## src/include/svtd_pkg.sv

```systemverilog
// Package with constants, types and register map of the status and valve timer display block.
package svtd_pkg;

  // ****************************************************************
  // Register map
  // ****************************************************************
  localparam logic [7:0] ADDR_STATUS = 8'h00;
  localparam logic [7:0] ADDR_ONTIME = 8'h04;
  localparam logic [7:0] ADDR_DWELL = 8'h08;
  localparam logic [7:0] ADDR_REMOTE = 8'h0C;
  localparam int REMOTE_STOP_BIT = 0;
  localparam int REMOTE_START_BIT = 1;
  localparam int ONTIME_MIN_LSB = 0;
  localparam int ONTIME_HRS_LSB = 8;
  localparam int ONTIME_DAY_LSB = 16;
  localparam int STATUS_MSG_LSB = 0;
  localparam int STATUS_FLAG_LSB = 8;
  localparam int STATUS_SEQ_LSB = 16;

  // ****************************************************************
  // Timing
  // ****************************************************************
  localparam int unsigned CLK_HZ = 10_000_000;
  localparam int unsigned SEL_HOLD_S = 5;
  localparam int unsigned CLR_HOLD_S = 4;
  localparam int unsigned MINUTE_S = 60;
  localparam int unsigned STARTUP_S = 2;
  localparam int unsigned DWELL_MS = 1000;
  localparam int unsigned SEL_HOLD_CYC = SEL_HOLD_S * CLK_HZ;
  localparam int unsigned CLR_HOLD_CYC = CLR_HOLD_S * CLK_HZ;
  localparam int unsigned MINUTE_CYC = MINUTE_S * CLK_HZ;
  localparam int unsigned STARTUP_CYC = STARTUP_S * CLK_HZ;
  localparam logic [31:0] DWELL_RST = 32'(DWELL_MS * (CLK_HZ / 1000));

  // ****************************************************************
  // On-time limits
  // ****************************************************************
  localparam logic [13:0] DAYS_MAX = 14'd9999;
  localparam logic [4:0] HOURS_MAX = 5'd23;
  localparam logic [5:0] MINS_MAX = 6'd59;

  // ****************************************************************
  // Types
  // ****************************************************************
  typedef enum logic [4:0] {
    MSG_TEMP, MSG_LOW_LEVEL, MSG_SD, MSG_POC, MSG_HE, MSG_RSP, MSG_TC_DIS, MSG_OPEN,
    MSG_UNCAL, MSG_PILF, MSG_SFP, MSG_SF2, MSG_SF3, MSG_FE1, MSG_ER1, MSG_ER2, MSG_ER12,
    MSG_SOL, MSG_TIME_ON, MSG_DAYS_VAL, MSG_DAYS_LBL, MSG_HRS_VAL, MSG_HRS_LBL,
    MSG_MIN_VAL, MSG_MIN_LBL, MSG_RESET
  } svtd_msg_t;

  typedef enum logic [3:0] {
    SEQ_IDLE, SEQ_SOL, SEQ_TON, SEQ_DVAL, SEQ_DLBL, SEQ_HVAL, SEQ_HLBL, SEQ_MVAL,
    SEQ_MLBL, SEQ_CSOL, SEQ_RST
  } svtd_seq_t;

  typedef struct packed {
    logic low_level_open;
    logic shutdown_open;
    logic closure_proof_input;
    logic limit_at_setpoint;
    logic process_tc_open;
    logic limit_tc_open;
    logic process_tc_fault;
    logic cal_absent;
    logic cal_bad_process;
    logic cal_bad_limit;
    logic onoff_switch;
    logic remote_onoff;
  } svtd_field_t;

  typedef struct packed {
    logic pilot_sensed;
    logic pilot_short;
    logic main_short;
    logic tmain_short;
  } svtd_monitor_t;

  typedef struct packed {
    logic pilot_req;
    logic main_req;
    logic tmain_req;
  } svtd_demand_t;

  typedef struct packed {
    logic overtemp_latch_option;
    logic continuous_pilot_option;
    logic limit_sensor_enable_switch;
    logic limit_selected;
  } svtd_option_t;

  typedef struct packed {
    logic sel_btn;
    logic down_btn;
  } svtd_keys_t;

  typedef struct packed {
    logic pilot;
    logic main;
    logic tmain;
    logic ignition;
  } svtd_drive_t;

  typedef struct packed {
    logic [13:0] days;
    logic [4:0] hours;
    logic [5:0] mins;
  } svtd_ontime_t;

  typedef struct packed {
    svtd_msg_t msg;
    logic [13:0] value;
  } svtd_disp_t;

endpackage : svtd_pkg

```

## src/hdl/svtd_core.sv

```systemverilog
// Status message selection, interlock gating and valve on-time sequencer with AHB-Lite registers.
`timescale 1ns/10ps
`default_nettype none
module svtd_core #(
  parameter int unsigned SEL_HOLD_CYC = svtd_pkg::SEL_HOLD_CYC,
  parameter int unsigned CLR_HOLD_CYC = svtd_pkg::CLR_HOLD_CYC,
  parameter int unsigned MINUTE_CYC = svtd_pkg::MINUTE_CYC,
  parameter int unsigned STARTUP_CYC = svtd_pkg::STARTUP_CYC
) (
  input wire logic hclk,
  input wire logic hresetn,
  input wire logic hsel,
  input wire logic [31:0] haddr,
  input wire logic [1:0] htrans,
  input wire logic hwrite,
  input wire logic [2:0] hsize,
  input wire logic hready,
  input wire logic [31:0] hwdata,
  output logic [31:0] hrdata,
  output logic hreadyout,
  output logic hresp,
  input wire svtd_pkg::svtd_field_t field,
  input wire svtd_pkg::svtd_monitor_t monitor,
  input wire svtd_pkg::svtd_demand_t demand,
  input wire svtd_pkg::svtd_option_t option,
  input wire svtd_pkg::svtd_keys_t keys,
  output svtd_pkg::svtd_drive_t drive,
  output svtd_pkg::svtd_disp_t disp
);

  // ****************************************************************
  // Parameter checks
  // ****************************************************************
  // A zero count would wrap its compare value and never match, so small counts are refused.
  if (SEL_HOLD_CYC < 2) begin : g_chk_sel
    $error("svtd_core: SEL_HOLD_CYC must be at least 2");
  end
  if (CLR_HOLD_CYC < 2) begin : g_chk_clr
    $error("svtd_core: CLR_HOLD_CYC must be at least 2");
  end
  if (MINUTE_CYC < 2) begin : g_chk_min
    $error("svtd_core: MINUTE_CYC must be at least 2");
  end
  if (STARTUP_CYC < 2) begin : g_chk_start
    $error("svtd_core: STARTUP_CYC must be at least 2");
  end

  // ****************************************************************
  // State
  // ****************************************************************
  typedef struct packed {
    svtd_pkg::svtd_seq_t seq;
    logic [31:0] seq_cnt;
    logic [31:0] hold_cnt;
    logic [31:0] clr_cnt;
    logic armed;
    logic [31:0] min_cnt;
    svtd_pkg::svtd_ontime_t ontime;
    logic he_latch;
    logic stop;
    logic sw_prev;
    logic rsw_prev;
    logic startup;
    logic [31:0] startup_cnt;
    svtd_pkg::svtd_disp_t disp;
    svtd_pkg::svtd_drive_t drive;
    logic [31:0] dwell;
    logic wr_pend;
    logic [7:0] wr_addr;
    logic [31:0] rdata;
  } svtd_state_t;

  svtd_state_t s_q;
  svtd_state_t s_d;

  logic addr_ok;
  logic toggle;
  logic he_now;
  logic he_active;
  logic tc_open;
  logic fe1;
  logic start_ok;
  logic pilf;
  logic dwell_done;
  logic tick;
  logic clear_now;
  logic stop_cmd;
  logic start_cmd;
  logic [31:0] dwell_lim;
  svtd_pkg::svtd_msg_t msg_n;
  logic [13:0] val_n;
  logic [31:0] rmux;

  // Every register answers at once, so the slave never stretches a transfer.
  assign hreadyout = 1'b1;
  assign hresp = 1'b0;
  assign hrdata = s_q.rdata;
  assign drive = s_q.drive;
  assign disp = s_q.disp;

  always_comb begin
    s_d = s_q;
    // ****************************************************************
    // Bus slave
    // ****************************************************************
    // Every transfer completes in one data-phase cycle, so write data is applied
    // the cycle after the address phase and read data is latched at the address phase.
    addr_ok = hsel & htrans[1] & hready;
    stop_cmd = s_q.wr_pend & (s_q.wr_addr == svtd_pkg::ADDR_REMOTE) &
               hwdata[svtd_pkg::REMOTE_STOP_BIT];
    start_cmd = s_q.wr_pend & (s_q.wr_addr == svtd_pkg::ADDR_REMOTE) &
                hwdata[svtd_pkg::REMOTE_START_BIT];
    // A new dwell applies to the message already showing, from its next cycle.
    if (s_q.wr_pend && s_q.wr_addr == svtd_pkg::ADDR_DWELL) begin
      s_d.dwell = hwdata;
    end
    s_d.wr_pend = addr_ok & hwrite;
    s_d.wr_addr = haddr[7:0];
    rmux = 32'h0000_0000;
    case (haddr[7:0])
      svtd_pkg::ADDR_STATUS: begin
        rmux[svtd_pkg::STATUS_MSG_LSB +: 5] = s_q.disp.msg;
        rmux[svtd_pkg::STATUS_FLAG_LSB +: 7] = {s_q.startup, s_q.stop, s_q.he_latch,
                                                 s_q.drive.ignition, s_q.drive.tmain,
                                                 s_q.drive.main, s_q.drive.pilot};
        rmux[svtd_pkg::STATUS_SEQ_LSB +: 4] = s_q.seq;
      end
      svtd_pkg::ADDR_ONTIME: begin
        rmux[svtd_pkg::ONTIME_MIN_LSB +: 6] = s_q.ontime.mins;
        rmux[svtd_pkg::ONTIME_HRS_LSB +: 5] = s_q.ontime.hours;
        rmux[svtd_pkg::ONTIME_DAY_LSB +: 14] = s_q.ontime.days;
      end
      svtd_pkg::ADDR_DWELL: begin
        rmux = s_q.dwell;
      end
      // The remote register is write-only, so it reads as zero like any unmapped offset.
      default: begin
        rmux = 32'h0000_0000;
      end
    endcase
    if (addr_ok && !hwrite) begin
      s_d.rdata = rmux;
    end

    // ****************************************************************
    // Interlocks and latches
    // ****************************************************************
    // A return of either switch to On, or any remote command, counts as a toggle.
    toggle = (field.onoff_switch & ~s_q.sw_prev) | (field.remote_onoff & ~s_q.rsw_prev) |
             stop_cmd | start_cmd;
    s_d.sw_prev = field.onoff_switch;
    s_d.rsw_prev = field.remote_onoff;
    he_now = field.limit_at_setpoint;
    // Set wins over a toggle in the same cycle, so a live overtemperature is never cleared.
    if (he_now && option.overtemp_latch_option) begin
      s_d.he_latch = 1'b1;
    end else if (toggle) begin
      s_d.he_latch = 1'b0;
    end
    he_active = he_now | s_q.he_latch;
    // A stop written with a start keeps the burner stopped; the safe request wins.
    if (stop_cmd) begin
      s_d.stop = 1'b1;
    end else if (start_cmd || toggle) begin
      s_d.stop = 1'b0;
    end
    tc_open = field.process_tc_open | field.limit_tc_open;
    fe1 = option.continuous_pilot_option & field.process_tc_fault;
    // Whatever blocks a start also removes ignition power and every valve.
    start_ok = field.onoff_switch & field.remote_onoff & ~s_q.stop & ~field.low_level_open &
               ~field.shutdown_open & field.closure_proof_input & ~tc_open;
    s_d.drive.ignition = start_ok & ~fe1;
    s_d.drive.pilot = start_ok & ~fe1 & ~he_active & demand.pilot_req;
    s_d.drive.main = start_ok & ~fe1 & ~he_active & demand.main_req;
    s_d.drive.tmain = start_ok & ~fe1 & ~he_active & demand.tmain_req;
    // The monitor follows the registered drive, so both sides of the compare are aligned.
    pilf = s_q.drive.pilot & ~monitor.pilot_sensed;
    // The startup window opens once per reset, the only time the uncalibrated warning shows.
    if (s_q.startup) begin
      s_d.startup_cnt = s_q.startup_cnt + 32'd1;
      if (s_q.startup_cnt == 32'(STARTUP_CYC - 1)) begin
        s_d.startup = 1'b0;
      end
    end

    // ****************************************************************
    // Sequencer
    // ****************************************************************
    // A zero dwell would make every message vanish; it is served as one cycle.
    dwell_lim = (s_q.dwell == 32'd0) ? 32'd0 : s_q.dwell - 32'd1;
    dwell_done = s_q.seq_cnt >= dwell_lim;
    clear_now = 1'b0;
    s_d.seq_cnt = s_q.seq_cnt + 32'd1;
    // The dwell counter saturates so a huge dwell cannot wrap and cut a message short.
    if (s_q.seq_cnt == 32'hFFFF_FFFF) begin
      s_d.seq_cnt = s_q.seq_cnt;
    end
    case (s_q.seq)
      svtd_pkg::SEQ_IDLE: begin
        s_d.clr_cnt = 32'd0;
        // Select must be seen released first, so a key stuck at reset starts nothing.
        if (!keys.sel_btn) begin
          s_d.armed = 1'b1;
          s_d.hold_cnt = 32'd0;
        end else if (s_q.armed) begin
          s_d.hold_cnt = s_q.hold_cnt + 32'd1;
          if (s_q.hold_cnt == 32'(SEL_HOLD_CYC - 1)) begin
            s_d.seq = svtd_pkg::SEQ_SOL;
            s_d.seq_cnt = 32'd0;
            s_d.armed = 1'b0;
          end
        end
      end
      svtd_pkg::SEQ_SOL: begin
        // SOL stays up while select is held so the clear gesture has time to finish.
        s_d.seq_cnt = keys.sel_btn ? 32'd0 : s_d.seq_cnt;
        if (keys.sel_btn && keys.down_btn) begin
          s_d.clr_cnt = s_q.clr_cnt + 32'd1;
          if (s_q.clr_cnt == 32'(CLR_HOLD_CYC - 1)) begin
            clear_now = 1'b1;
            s_d.seq = svtd_pkg::SEQ_CSOL;
            s_d.seq_cnt = 32'd0;
          end
        end else begin
          s_d.clr_cnt = 32'd0;
          if (!keys.sel_btn && dwell_done) begin
            s_d.seq = svtd_pkg::SEQ_TON;
            s_d.seq_cnt = 32'd0;
          end
        end
      end
      // States are declared in display order, so each step is the next code.
      svtd_pkg::SEQ_TON, svtd_pkg::SEQ_DVAL, svtd_pkg::SEQ_DLBL, svtd_pkg::SEQ_HVAL,
      svtd_pkg::SEQ_HLBL, svtd_pkg::SEQ_MVAL, svtd_pkg::SEQ_CSOL: begin
        if (dwell_done) begin
          s_d.seq = svtd_pkg::svtd_seq_t'(s_q.seq + 4'd1);
          s_d.seq_cnt = 32'd0;
        end
      end
      svtd_pkg::SEQ_MLBL, svtd_pkg::SEQ_RST: begin
        if (dwell_done) begin
          s_d.seq = svtd_pkg::SEQ_IDLE;
          s_d.seq_cnt = 32'd0;
          s_d.hold_cnt = 32'd0;
        end
      end
      default: begin
        s_d.seq = svtd_pkg::SEQ_IDLE;
      end
    endcase

    // ****************************************************************
    // On-time accumulator
    // ****************************************************************
    // The minute prescaler keeps its count while the valve is off, so short burns add up.
    tick = 1'b0;
    if (s_q.drive.tmain) begin
      s_d.min_cnt = s_q.min_cnt + 32'd1;
      if (s_q.min_cnt == 32'(MINUTE_CYC - 1)) begin
        s_d.min_cnt = 32'd0;
        tick = 1'b1;
      end
    end
    // At the ceiling the count holds rather than wrap, so a worn valve never reads as new.
    if (clear_now) begin
      s_d.ontime = '0;
      s_d.min_cnt = 32'd0;
    end else if (tick && !(s_q.ontime.days == svtd_pkg::DAYS_MAX &&
                           s_q.ontime.hours == svtd_pkg::HOURS_MAX &&
                           s_q.ontime.mins == svtd_pkg::MINS_MAX)) begin
      if (s_q.ontime.mins != svtd_pkg::MINS_MAX) begin
        s_d.ontime.mins = s_q.ontime.mins + 6'd1;
      end else begin
        s_d.ontime.mins = 6'd0;
        if (s_q.ontime.hours != svtd_pkg::HOURS_MAX) begin
          s_d.ontime.hours = s_q.ontime.hours + 5'd1;
        end else begin
          s_d.ontime.hours = 5'd0;
          s_d.ontime.days = s_q.ontime.days + 14'd1;
        end
      end
    end

    // ****************************************************************
    // Message selection
    // ****************************************************************
    // Safety faults outrank status; calibration warnings replace only the temperature, except MSG_UNCAL, which also outranks MSG_TC_DIS.
    val_n = 14'd0;
    case (s_q.seq)
      svtd_pkg::SEQ_SOL, svtd_pkg::SEQ_CSOL: msg_n = svtd_pkg::MSG_SOL;
      svtd_pkg::SEQ_TON: msg_n = svtd_pkg::MSG_TIME_ON;
      svtd_pkg::SEQ_DVAL: begin
        msg_n = svtd_pkg::MSG_DAYS_VAL;
        val_n = s_q.ontime.days;
      end
      svtd_pkg::SEQ_DLBL: msg_n = svtd_pkg::MSG_DAYS_LBL;
      svtd_pkg::SEQ_HVAL: begin
        msg_n = svtd_pkg::MSG_HRS_VAL;
        val_n = {9'd0, s_q.ontime.hours};
      end
      svtd_pkg::SEQ_HLBL: msg_n = svtd_pkg::MSG_HRS_LBL;
      svtd_pkg::SEQ_MVAL: begin
        msg_n = svtd_pkg::MSG_MIN_VAL;
        val_n = {8'd0, s_q.ontime.mins};
      end
      svtd_pkg::SEQ_MLBL: msg_n = svtd_pkg::MSG_MIN_LBL;
      svtd_pkg::SEQ_RST: msg_n = svtd_pkg::MSG_RESET;
      default: begin
        if (tc_open) msg_n = svtd_pkg::MSG_OPEN;
        else if (monitor.pilot_short) msg_n = svtd_pkg::MSG_SFP;
        else if (monitor.main_short) msg_n = svtd_pkg::MSG_SF2;
        else if (monitor.tmain_short) msg_n = svtd_pkg::MSG_SF3;
        else if (pilf) msg_n = svtd_pkg::MSG_PILF;
        else if (fe1) msg_n = svtd_pkg::MSG_FE1;
        else if (!field.closure_proof_input) msg_n = svtd_pkg::MSG_POC;
        else if (field.shutdown_open) msg_n = svtd_pkg::MSG_SD;
        else if (field.low_level_open) msg_n = svtd_pkg::MSG_LOW_LEVEL;
        else if (he_active) msg_n = svtd_pkg::MSG_HE;
        else if (s_q.stop) msg_n = svtd_pkg::MSG_RSP;
        else if (s_q.startup && field.cal_absent) msg_n = svtd_pkg::MSG_UNCAL;
        else if (option.limit_selected && !option.limit_sensor_enable_switch) begin
          msg_n = svtd_pkg::MSG_TC_DIS;
        end
        else if (field.cal_bad_process && field.cal_bad_limit) begin
          msg_n = svtd_pkg::MSG_ER12;
        end
        else if (field.cal_bad_process) msg_n = svtd_pkg::MSG_ER1;
        else if (field.cal_bad_limit) msg_n = svtd_pkg::MSG_ER2;
        else msg_n = svtd_pkg::MSG_TEMP;
      end
    endcase
    s_d.disp.msg = msg_n;
    s_d.disp.value = val_n;
  end

  always_ff @(posedge hclk or negedge hresetn) begin
    if (!hresetn) begin
      s_q <= '0;
      s_q.seq <= svtd_pkg::SEQ_IDLE;
      s_q.startup <= 1'b1;
      // Switch history starts at On, so switches already on at release are no toggle.
      s_q.sw_prev <= 1'b1;
      s_q.rsw_prev <= 1'b1;
      s_q.dwell <= svtd_pkg::DWELL_RST;
      s_q.disp.msg <= svtd_pkg::MSG_TEMP;
    end else begin
      s_q <= s_d;
    end
  end

endmodule : svtd_core
`default_nettype wire

```

## config.mk

```make
export PLATFORM = sky130hd
export DESIGN_NAME = svtd_core
export DESIGN_NICKNAME = d
export VERILOG_FILES = /design/src/include/svtd_pkg.sv /design/src/hdl/svtd_core.sv
export SDC_FILE = /design/constraint.sdc
export NUM_CORES = 1
export LEC_CHECK = 0
export ABC_AREA = 0
export BUFFER_PORTS_ARGS = -buffer_cell sky130_fd_sc_hd__buf_2
export CELL_PAD_IN_SITES_DETAIL_PLACEMENT = 0
export CELL_PAD_IN_SITES_GLOBAL_PLACEMENT = 1
export CORE_MARGIN = 10
export CORE_UTILIZATION = 50
export DETAILED_ROUTE_END_ITERATION = 10
export PLACE_DENSITY_LB_ADDON = 0.15
export SLEW_MARGIN = 0
export SYNTH_ARGS = -nofsm -noshare
export SYNTH_HDL_FRONTEND = slang
export SYNTH_SLANG_ARGS = --single-unit
```

## constraint.sdc

```tcl
create_clock -name hclk -period 11.3 [get_ports hclk]
set_clock_uncertainty 0.05 [all_clocks]
set_input_delay 2.26 -clock hclk [delete_from_list [all_inputs] [get_ports hclk]]
set_output_delay 2.26 -clock hclk [all_outputs]
set_load 0.005 [all_outputs]
```

==> results_dict.tcl <==
set metrics [dict create \
    cts_tree "done" \
    gp_congestion 0.846 \
    grt.overflow.total 0 \
    routed_via_density 5.85 \
    ys_ff_latch 291 \
    final_common_cell "dfrtp_1" \
    slew-limit-headroom 0.281 \
    path_common_cell "nand2_1" \
    grt_start_max_net_pins 76 \
    hold_violations 0 \
    syn-num-nets 1893 \
    slowest_stage "or4_1" \
    portBuffers 125 \
    slew_viol_final 0 \
    clk_path_buf_depth 3 \
    drive_gt1_frac 0.153 \
    cap_violations 0 \
    synth_cells 1746 \
    crit_chain "or4_1 > nor4b_2 > and3_1 > nand2_1 > nor4_1 > xor2_1 > nand2_1 > ha_1 > nand4_1 > nor4_1 > nand2_1 > a21oi_1 > o21bai_1 > buf_4 > nand2_1 > a31oi_1" \
    die_height_um 199 \
    p_total_w 0.00231 \
    status "finished, final reports clean" \
    setup_violations 0 \
    avgSynthCellArea_um2 9.21 \
    n_fill_cell 2830 \
    cts_inserted_buffers 35 \
    setup_ws_ns 5.74 \
    synth_compound_area_frac 0.114 \
    cp-start-kind "flop" \
    period_share 0.492 \
    clk-insertion-delay-late_ns 0.52 \
    cp_data_required_time_ns 11.61 \
    holdWs_ns 0.411 \
    syn_area_mm2 0.0161 \
    start_util 0.508 \
    synth.area.mux_share 0.0333 \
    core_area_mm2 0.0316 \
    grt.total_usage 0.211 \
    clk_pin_slew_ns 0.06 \
    cts_root_buf "clkbuf_16" \
    grt_pass1_wl_um 67700 \
    finalSetupTns_ns 0 \
    synth_top_family_by_area "simple AND/OR/NAND/NOR gates" \
    diodes 0 \
    dr.pass1.iters 5 \
    multi_input_area_mm2 0.00801 \
    path_depth 16 \
    cts_setup_buffers 0 \
    ys_warn_count 0 \
    worstPathArrival_ns 5.88 \
    power.density_mw_per_mm2 129 \
    drc_errors 0 \
    chipWidth_um 199 \
    routed_wl_um 41800 \
    final.min_clock_period_ns 5.56 \
    cp_max_fo 19 \
    vias 13000 \
    async_flop_share 1.00 \
    min_path_type "reg -> reg" \
    cts_sinks 291 \
    final_antenna_net_count 0 \
    yosysUniqueCellTypes 72 \
    rr_worst_depth 16 \
    cp-end-kind "flop" \
    antenna_found_initial 1 \
    cts_hold_buf 0 \
    area.sequential_mm2 0.00730 \
    synthAdderAreaFrac 0.0374 \
    avgRoutedWirePerCell_um 18.8 \
    drt_iter0_markers 944 \
    rows 65 \
    post-route-util 0.566 \
    hpwlAfterDp_um 29800 \
    die_area_mm2 0.0397 \
    ir_drop_mv 0.128 \
    max_freq_mhz 180 \
    synthFlopType "dfrtp_1" \
    synthSimpleGateAreaFrac 0.242 \
    areaGrowthSynthToFinish_pct 11.3 \
    most-common-layout-cells "dfrtp_1, nand2_1, nor2_1" \
    fin_nets 1949 \
    yosysSeqAreaShare 0.454 \
    dp_slack_ns 5.84 \
    grt_pass1_vias 12600 \
    rsz0062_at_grt "false" \
    holdPathStages 2 \
    path_delay_family "simple AND/OR/NAND/NOR gates" \
    cts_resized 0 \
    synth-edff-count 0 \
    worst_path_largest_cell_delay_ns 0.59 \
    crit_buf_inv 1 \
    synth_xor_area_frac 0.0692 \
    pin_count 156 \
    p_leak_nw 8.18 \
    h-tree-depth 2 \
    worstMarginPinSlew_ns 1.08 \
    critical_path_class "reg -> reg" \
]
## layout make-up
class | instances | area share
clock buffers | 51 | 0.0597
repair buffers | 145 | 0.0439
clock inverters | 12 | 0.00664
well taps | 402 | 0.0281
multi-input cells | 1299 | 0.448
flip-flops and latches | 291 | 0.408
inverters | 30 | 0.00629
## layer usage
layer / routed length, um / global-route usage
met5: 12 / 0
met4: 1120 / 0.0616
met3: 2190 / 0.0330
met2: 19000 / 0.330
met1: 19500 / 0.296
## power by group
part           switching, W  total (W)  internal (W)
clock network      0.000442    0.00115      0.000703
logic             0.0000601  0.0000942     0.0000341
registers         0.0000159    0.00107       0.00106
## stage by stage
step	instance area, um^2	instances
after floorplan	16100	1746
after global placement	16700	2167
after detailed placement	16700	2167
after global routing	17900	2230
after CTS	17900	2230
final	17900	2230
## sequential cells by signal, summed over array words and instances, names as in the netlist
signal	count
disp	19
drive	4
hrdata	32
s_q	236
## synthesized netlist by cell type, types with 14 or more instances
| cell | number | area, um^2 |
|---|---|---|
| a221oi_1 | 15 | 131 |
| and2_1 | 18 | 113 |
| nor4_1 | 27 | 169 |
| xnor2_1 | 65 | 569 |
| clkbuf_1 | 66 | 248 |
| o21ai_0 | 89 | 445 |
| xor2_1 | 62 | 543 |
| inv_1 | 30 | 113 |
| a21oi_1 | 65 | 325 |
| dfrtp_1 | 280 | 7010 |
| mux2_2 | 44 | 495 |
| a31oi_1 | 41 | 257 |
| nand2_1 | 222 | 833 |
| and3_1 | 53 | 332 |
| nor2_1 | 185 | 694 |
| nand3_1 | 95 | 475 |
| nor3_1 | 52 | 260 |
| ha_1 | 48 | 601 |
| nor4b_1 | 14 | 123 |
| or3_1 | 17 | 106 |
| nand4_1 | 46 | 288 |
| buf_4 | 57 | 428 |
## worst reg2reg max path, cell delays in order (launching register included)
cell and delay (ns):
dfrtp_1 0.46, or4_1 0.60, nor4b_2 0.51, and3_1 0.38, nand2_1 0.16, nor4_1 0.35
xor2_1 0.23, nand2_1 0.09, ha_1 0.31, nand4_1 0.13, nor4_1 0.41, nand2_1 0.15
a21oi_1 0.42, o21bai_1 0.14, buf_4 0.24, nand2_1 0.60, a31oi_1 0.20
## cells by family after synthesis
kind of cell	after synthesis
AND/OR/NAND/NOR	789
flip-flops	291
multiplexers	48
XOR/XNOR	127
other	2
AO/OA/AOI/OAI	285
adder cells (fa/ha/maj)	48
buffers and inverters	156
## path summary, 6_finish.rpt
check / endpoint / from / slack (ns)
setup / recovery: s_q[227] / s_q[47] / 5.74
hold / removal: hrdata[30] / hrdata[30] / 0.41
setup reg to reg: s_q[227] / s_q[47] / 5.74
hold reg to reg: hrdata[30] / hrdata[30] / 0.41
max in group asynchronous: s_q[219] / hresetn / 7.31
min in group asynchronous: s_q[281] / hresetn / 1.64
Power figures use the tool's default switching activity.
